===== config.mk =====
export PLATFORM = sky130hd
export DESIGN_NAME = trs_register_set
export DESIGN_NICKNAME = d
export VERILOG_FILES = /design/src/trs_pkg.sv /design/src/trs_code_former.sv /design/src/trs_register_set.sv
export SDC_FILE = /design/constraint.sdc
export NUM_CORES = 1
export LEC_CHECK = 0
export BUFFER_PORTS_ARGS = -buffer_cell sky130_fd_sc_hd__buf_2
export CORE_MARGIN = 2
export CORE_UTILIZATION = 47
export CTS_CLUSTER_SIZE = 14
export DETAILED_ROUTE_END_ITERATION = 7
export GPL_ROUTABILITY_DRIVEN = 0
export PLACE_DENSITY = 0.77
export SYNTH_ARGS = -nofsm -noshare
export SYNTH_HDL_FRONTEND = slang
export SYNTH_SLANG_ARGS = --single-unit

===== constraint.sdc =====
create_clock -name clock -period 1.9 [get_ports clock]
set_input_delay 0 -clock clock [delete_from_list [all_inputs] [get_ports clock]]
set_output_delay 0 -clock clock [all_outputs]
set_load 0.01 [all_outputs]

===== src/trs_pkg.sv =====
// Constants shared by the thermal reading register set.
// Assumes a single 100 MHz clock domain.
package trs_pkg;
    localparam int          DATA_W        = 8;
    localparam int          FRAC_W        = 4;
    localparam logic [7:0]  CMD_READING   = 8'h00;
    localparam logic [7:0]  CMD_SETTINGS  = 8'h01;
    localparam logic [7:0]  READING_RST   = 8'h00;
    localparam logic [7:0]  SETTINGS_RST  = 8'h00;
    localparam logic [7:0]  CODE_MAX      = 8'h7F;
    localparam logic [7:0]  CODE_MIN      = 8'h80;
    localparam int          BIT_LOWPOWER  = 7;
    localparam int          BIT_READY     = 6;
    localparam logic [7:0]  SETTINGS_WMSK = 8'h80;
    localparam logic [6:0]  DEV_ADDR      = 7'h00; // Arbitrary default
    localparam logic [2:0]  BIT_LAST      = 3'h7;
    localparam logic [2:0]  BIT_FIRST     = 3'h0;
    localparam int          SYNC_W        = 2;
endpackage : trs_pkg


===== src/trs_code_former.sv =====
// Forms the 8-bit reading code from a signed fixed-point temperature.
// Assumes the input is stable whenever resultValid is high.
`timescale 1ns/10ps
module trs_code_former #(
    parameter int TEMP_W = 12,
    parameter int FRAC_W = trs_pkg::FRAC_W
) (
    input  wire logic [TEMP_W-1:0] tempFixed,
    output logic      [7:0]        readingCode
);
    logic signed [TEMP_W-FRAC_W-1:0] wholeDeg;

    always_comb begin
        // Arithmetic shift floors toward negative infinity
        wholeDeg = $signed(tempFixed[TEMP_W-1:FRAC_W]);
        if (int'(wholeDeg) > int'($signed(trs_pkg::CODE_MAX))) begin
            readingCode = trs_pkg::CODE_MAX;
        end else if (int'(wholeDeg) < int'($signed(trs_pkg::CODE_MIN))) begin
            readingCode = trs_pkg::CODE_MIN;
        end else begin
            readingCode = wholeDeg[7:0];
        end
    end
endmodule : trs_code_former


===== src/trs_register_set.sv =====
// Reading and settings registers of a serial temperature sensor, with
// a byte-wide write port and a bit-serial read port toward the two-wire bus engine.
// Assumes the bus engine and converter run on the same clock.
`timescale 1ns/10ps
module trs_register_set #(
    parameter int TEMP_W = 12
) (
    input  wire logic              clock,
    input  wire logic              rst_n,
    input  wire logic [TEMP_W-1:0] tempFixed,
    input  wire logic              resultValid,
    input  wire logic              cmdWrite,
    input  wire logic [7:0]        cmdByte,
    input  wire logic              dataWrite,
    input  wire logic [7:0]        dataByte,
    input  wire logic              loadShift,
    input  wire logic              shiftStep,
    output logic                   txBit,
    output logic      [7:0]        readingOut,
    output logic                   lowPowerRequest,
    output logic                   conversionReady
);
    localparam int SYNC_W = trs_pkg::SYNC_W;

    // Reading register and ready flag
    logic [7:0]        reading_reg;
    logic [7:0]        reading_next;
    logic              ready_reg;
    logic              ready_next;

    // Settings and latched command
    logic [7:0]        settings_reg;
    logic [7:0]        settings_next;
    logic [7:0]        command_reg;
    logic [7:0]        command_next;

    // Transmit shifter
    logic [7:0]        shift_reg;
    logic [7:0]        shift_next;
    logic              txBit_reg;
    logic              txBit_next;

    // Valid synchroniser and rising-edge detector
    logic [SYNC_W-1:0] validSync_reg;
    logic [SYNC_W-1:0] validSync_next;
    logic              validPrev_reg;
    logic              validPrev_next;

    // Next values of the output copies
    logic [7:0]        readingOut_next;
    logic              lowPower_next;
    logic              readyOut_next;

    logic [7:0]        formedCode;
    logic              validRise;
    logic              lowPowerHeld;
    logic [7:0]        selected;

    trs_code_former #(
        .TEMP_W      (TEMP_W)
    ) i_trs_code_former (
        .tempFixed   (tempFixed),
        .readingCode (formedCode)
    );

    function automatic logic [7:0] readSelect(input logic [7:0] cmd,
                                              input logic [7:0] rd,
                                              input logic [7:0] st);
        if (cmd == trs_pkg::CMD_READING) begin
            readSelect = rd;
        end else if (cmd == trs_pkg::CMD_SETTINGS) begin
            readSelect = st;
        end else begin
            readSelect = 8'h00;
        end
    endfunction : readSelect

    // Synchroniser group
    always_comb begin
        validSync_next = {validSync_reg[SYNC_W-2:0], resultValid};
        validPrev_next = validSync_reg[SYNC_W-1];
    end

    always_ff @(posedge clock or negedge rst_n) begin
        if (!rst_n) begin
            validSync_reg <= '0;
            validPrev_reg <= 1'b0;
        end else begin
            validSync_reg <= validSync_next;
            validPrev_reg <= validPrev_next;
        end
    end

    // Only the last stage feeds logic; the first may be metastable
    assign validRise    = validSync_reg[SYNC_W-1] & ~validPrev_reg;
    assign lowPowerHeld = settings_reg[trs_pkg::BIT_LOWPOWER];

    // Reading group: low power blocks loads and wins over a set
    always_comb begin
        ready_next   = ready_reg;
        reading_next = reading_reg;
        if (lowPowerHeld) begin
            ready_next = 1'b0;
        end else if (validRise) begin
            ready_next   = 1'b1;
            reading_next = formedCode;
        end
    end

    always_ff @(posedge clock or negedge rst_n) begin
        if (!rst_n) begin
            reading_reg <= trs_pkg::READING_RST;
            ready_reg   <= 1'b0;
        end else begin
            reading_reg <= reading_next;
            ready_reg   <= ready_next;
        end
    end

    // Settings group
    always_comb begin
        command_next  = command_reg;
        settings_next = settings_reg;
        if (cmdWrite) begin
            command_next = cmdByte;
        end
        // Writes to the reading command are dropped
        if (dataWrite && command_reg == trs_pkg::CMD_SETTINGS) begin
            settings_next = dataByte & trs_pkg::SETTINGS_WMSK;
        end
        settings_next[trs_pkg::BIT_READY] = ready_reg;
    end

    always_ff @(posedge clock or negedge rst_n) begin
        if (!rst_n) begin
            settings_reg <= trs_pkg::SETTINGS_RST;
            command_reg  <= trs_pkg::CMD_READING;
        end else begin
            settings_reg <= settings_next;
            command_reg  <= command_next;
        end
    end

    // Transmit group: one byte per load, most significant bit first
    assign selected = readSelect(command_reg, reading_reg,
                                 settings_reg);

    always_comb begin
        shift_next = shift_reg;
        txBit_next = txBit_reg;
        if (loadShift) begin
            shift_next = selected;
            txBit_next = selected[trs_pkg::BIT_LAST];
        end else if (shiftStep) begin
            shift_next = {shift_reg[6:0], 1'b0};
            txBit_next = shift_reg[6];
        end
    end

    always_ff @(posedge clock or negedge rst_n) begin
        if (!rst_n) begin
            shift_reg <= 8'h00;
            txBit_reg <= 1'b0;
        end else begin
            shift_reg <= shift_next;
            txBit_reg <= txBit_next;
        end
    end

    // Output group: every port comes straight from a flop
    always_comb begin
        readingOut_next = reading_next;
        lowPower_next   = settings_next[trs_pkg::BIT_LOWPOWER];
        readyOut_next   = ready_next;
    end

    always_ff @(posedge clock or negedge rst_n) begin
        if (!rst_n) begin
            readingOut      <= trs_pkg::READING_RST;
            lowPowerRequest <= 1'b0;
            conversionReady <= 1'b0;
        end else begin
            readingOut      <= readingOut_next;
            lowPowerRequest <= lowPower_next;
            conversionReady <= readyOut_next;
        end
    end

    assign txBit = txBit_reg;
endmodule : trs_register_set


# Word level (Yosys, flattened, before mapping)
# Cells that the tools add are included.
dict set report op_classes {
  order_cmp 2
  n_eq_ne 1
  mux 11
  bitwise 3
  n_reduce_logical 5
}
# operator count
set ops {}
lappend ops {{8-bit two-way mux} 5}
lappend ops {{7-bit two-way mux} 2}
lappend ops {{8-bit by 1-bit equality test with 1-bit output, second input constant} 1}
lappend ops {{8-bit > comparator, second input constant} 1}
lappend ops {{8-bit logical NOT} 1}
lappend ops {{8-bit less-than comparator, second input constant} 1}
lappend ops {{1-bit two-way mux} 4}
lappend ops {{2-bit nonzero test} 2}
lappend ops {{1-bit inverter} 2}
lappend ops {{2-bit AND reduction} 1}
lappend ops {{1-bit AND} 1}
lappend ops {{1-bit logical AND} 1}
dict set report word_totals {
  regBits 31
  word_cells 31
}

# Logic depth before layout (Yosys ltp)
dict set report logic_depth {
  ltp_word 4
  depth_mapped 4
}

# By module
# Synthesis repeated with hierarchy kept, for this count alone.
dict set report hier_totals {
  hier_cells 92
  area_unflattened_um2 1228.7
}
# mod instances cells_per_inst area_each_um2 seq_area_each_um2
set modules_own_cells {}
lappend modules_own_cells {trs_register_set 1 84 1198.6 750.7}
lappend modules_own_cells {trs_code_former 1 8 30.0 0.0}

# Worst setup path before layout
# No wires, ideal clock.
dict set report synth_timing {
  path_type {register to register}
  from {register command_reg[5]}
  to {register settings_reg[7]}
  setup_time_ns 0.125
  arrival_time_ns 1.433
  required_ns 1.775
  setup_slack_ns 0.342
  path_stages_with_launch 4
  path_buffers 0
  synth_period_minus_slack_ns 1.558
  cell_sequence {dfrtp_1 or4_4 nor3_2 mux2_2}
}
dict set report synth_via {
  elab_chain_len 3
}
# element line
set synth_lines {}
lappend synth_lines {{start: declaration} trs_register_set.sv:34} ;# logic [7:0] command_reg;
lappend synth_lines {{start signal: assignment} trs_register_set.sv:137} ;# command_reg <= trs_pkg::CMD_READING;
lappend synth_lines {{start signal: assignment} trs_register_set.sv:140} ;# command_reg <= command_next;
lappend synth_lines {{8-bit by 1-bit equality test with 1-bit output} trs_register_set.sv:128} ;# if (dataWrite && command_reg == trs_pkg::CMD_SETTINGS) begin
lappend synth_lines {{1-bit logical AND} trs_register_set.sv:128}
lappend synth_lines {{8-bit two-way mux} trs_register_set.sv:128}
lappend synth_lines {{end signal: assignment} trs_register_set.sv:136} ;# settings_reg <= trs_pkg::SETTINGS_RST;
lappend synth_lines {{end signal: assignment} trs_register_set.sv:139} ;# settings_reg <= settings_next;
lappend synth_lines {{end: declaration} trs_register_set.sv:32} ;# logic [7:0] settings_reg;
# No other way between the ends.
# A chain may end at the register's enable or synchronous reset.

# Worst setup path after layout
# Ends and elaborated chain as after synthesis.

==> impl_metrics.py <==
metrics = {
    "final_layout": {
        "ff_latch_area_um2": 751,
        "fin_util_pct": 67.5,
        "area_growth_pct": 35.9,
        "antennaDiodeCount": 0,
        "fin_nets": 177,
        "fillCellCount": 189,
        "multi_input_area_um2": 460,
        "drive_above_1_share_pct": 51.8,
    },
    "worst_setup_path": {
        "critPathRequiredTime_ps": 2100,
        "critPathArrivalTime_ps": 1820,
        "crit_fanout": 3,
        "cp_slowest_cell": "or4_4",
        "end_kind": "flip-flop",
        "critical-path-max-stage-delay_ps": 580,
        "r2r_slack_ps": 280,
        "crit_chain": "or4_4 > nor3_2 > mux2_2",
        "path_class": "flip-flop to flip-flop",
        "crit_path_start_kind": "flip-flop",
    },
    "global_route": {
        "antenna_found_initial": 0,
        "grt.busiest_layer": "met2",
        "grtUsageMet1_pct": 19.6,
        "track_usage_pct": 18.0,
        "grt_first_pass_wirelength_um": 3710,
        "grt_remaining_overflow": 0,
        "grt_max_degree": 31,
        "met3_usage_pct": 5.91,
        "grt_pass1_vias": 904,
        "use_met2_pct": 31.2,
    },
    "clock_network": {
        "holdBufCountCts": 19,
        "ctsResizeCount": 0,
        "cts.sinks": 30,
        "insertion_delay_ps": 310,
        "cts_tree": "done",
        "root_buffer": "clkbuf_4",
        "cts_buffers": 5,
        "htreeDepth": 2,
        "cts.path.max_buffers": 2,
        "path_clk_slew_ps": 80,
        "post_cts_buffers": 0,
    },
    "detailed_routing": {
        "post_drt_wl_per_cell_um": 13.5,
        "vias_per_cell": 5.02,
        "drt_pass1_iterations": 4,
        "wirelength_um": 2300,
        "drtIter0Drc": 4,
        "post-route-drc-count": 0,
        "detail-route-antenna-nets": 0,
        "vias": 858,
    },
    "logic_synthesis": {
        "async_flop_share_pct": 100,
        "syn_area_um2": 1230,
        "synthFlopType": "dfrtp_1",
        "yosysUniqueCellTypes": 15,
        "synth_seq_cells": 30,
        "yosys_warnings": 0,
        "syn_nets": 120,
        "syn_area_per_cell_um2": 14.5,
        "ys_seq_area_share_pct": 61.0,
        "syn_inst": 85,
        "synth_edf_count": 0,
    },
    "timing": {
        "slew-limit-headroom_pct": 57.6,
        "tightest_slew_ps": 636,
        "post-route-min-period_ps": 1620,
        "setup_tns_ps": 0,
        "fin_hold_ws_ps": 86.8,
        "fmaxAchievable_mhz": 618,
        "fin_crit_sh_pct": 85.2,
        "grt_setup_unrepaired": "no",
        "setup_viol": 0,
        "fin_skew_ps": 6.50,
        "final_hold_viol_count": 0,
        "drv_slew": 0,
    },
    "placed_design": {
        "hpwlAfterDp_um": 1590,
        "io_buffers": 34,
    },
    "die": {
        "row_count": 18,
        "coreArea_um2": 2480,
        "ios": 46,
        "start_util_pct": 49.6,
        "die_area_um2": 3040,
        "die_w_um": 55.2,
        "dieHeight_um": 55.2,
    },
    "status": {
        "status": "finished clean",
    },
    "power": {
        "peakVddDrop_mv": 0.532,
        "leakagePower_nw": 0.796,
        "power.density_nw_per_um2": 782,
        "p_total_mw": 1.31,
    },
    "hold_path": {
        "holdCritPathClass": "primary input to flip-flop",
    },
    "job": {
        "drv_cap": 0,
    },
}
[layout make-up]
type                       instances  area share, %
sequential                        30           44.9
multi-input combinational         50           27.5
clock buffer                       6           3.07
timing repair buffer              54           22.0
tap                               30           2.25
inverter                           1          0.225
[cell usage in the layout, fill, tap and decap left out, types with 5 or more instances in the layout]
master and instances:
buf_2 34, dfrtp_1 30, mux2_2 19, dlygate4sd3_1 19, nor2_1 8, a31o_2 8, mux2i_1 7, clkbuf_4 5
[synthesized netlist by cell type, types with 4 or more instances]
cell       n  area, um2
dfrtp_1   30        751
mux2_2    19        214
a31o_2     8       70.1
nor2_1     8       30.0
mux2i_1    7       70.1
clkbuf_1   4       15.0
[routing by layer]
metal,up-vias,share of wire [%]
met1,412,40
met3,3,4.9
met2,28,54
met4,0,0.91
met5,-,0
li1,415,-
[worst max-delay path: cells and delay by family, from the launching register on]
family	cells	cell delay (ps)
AND/OR/NAND/NOR	2	780
multiplexers	1	340
flip-flops	1	390
[power by group]
part	switching (mW)	internal (mW)	total, mW	leakage [nW]
combinational	0.0885	0.124	0.212	0.399
clock	0.188	0.166	0.354	0.0302
sequential	0.0422	0.698	0.740	0.367
[path summary, 6_finish.rpt]
check / depth (start not counted) / end / startpoint
max: 3 / settings_reg[7] / command_reg[5]
min: 2 / command_reg[2] / cmdWrite
max reg2reg: 3 / settings_reg[7] / command_reg[5]
min reg2reg: 0 / validSync_reg[1] / validSync_reg[0]
max in group asynchronous: 2 / readingOut[2] / rst_n
min in group asynchronous: 2 / readingOut[7] / rst_n
[stage by stage]
step	setup slack [ps]	area, um2	std cells
after detailed placement	283	1430	146
after CTS	270	1670	171
after global placement	310	1430	146
after global routing	207	1670	171
final	282	1670	171
after floorplan	342	1230	85
[cells by family (layout without fill, tap and decap cells)]
logic type	Yosys count	in the layout	share of synthesized area, %
AOI/OAI and AO/OA	9	9	6.31
buffers and inverters	5	61	1.53
DFF	30	30	61.0
muxes	26	26	23.1
and+or+nand+nor	15	15	8.04
(Power assumes the default switching activity.)
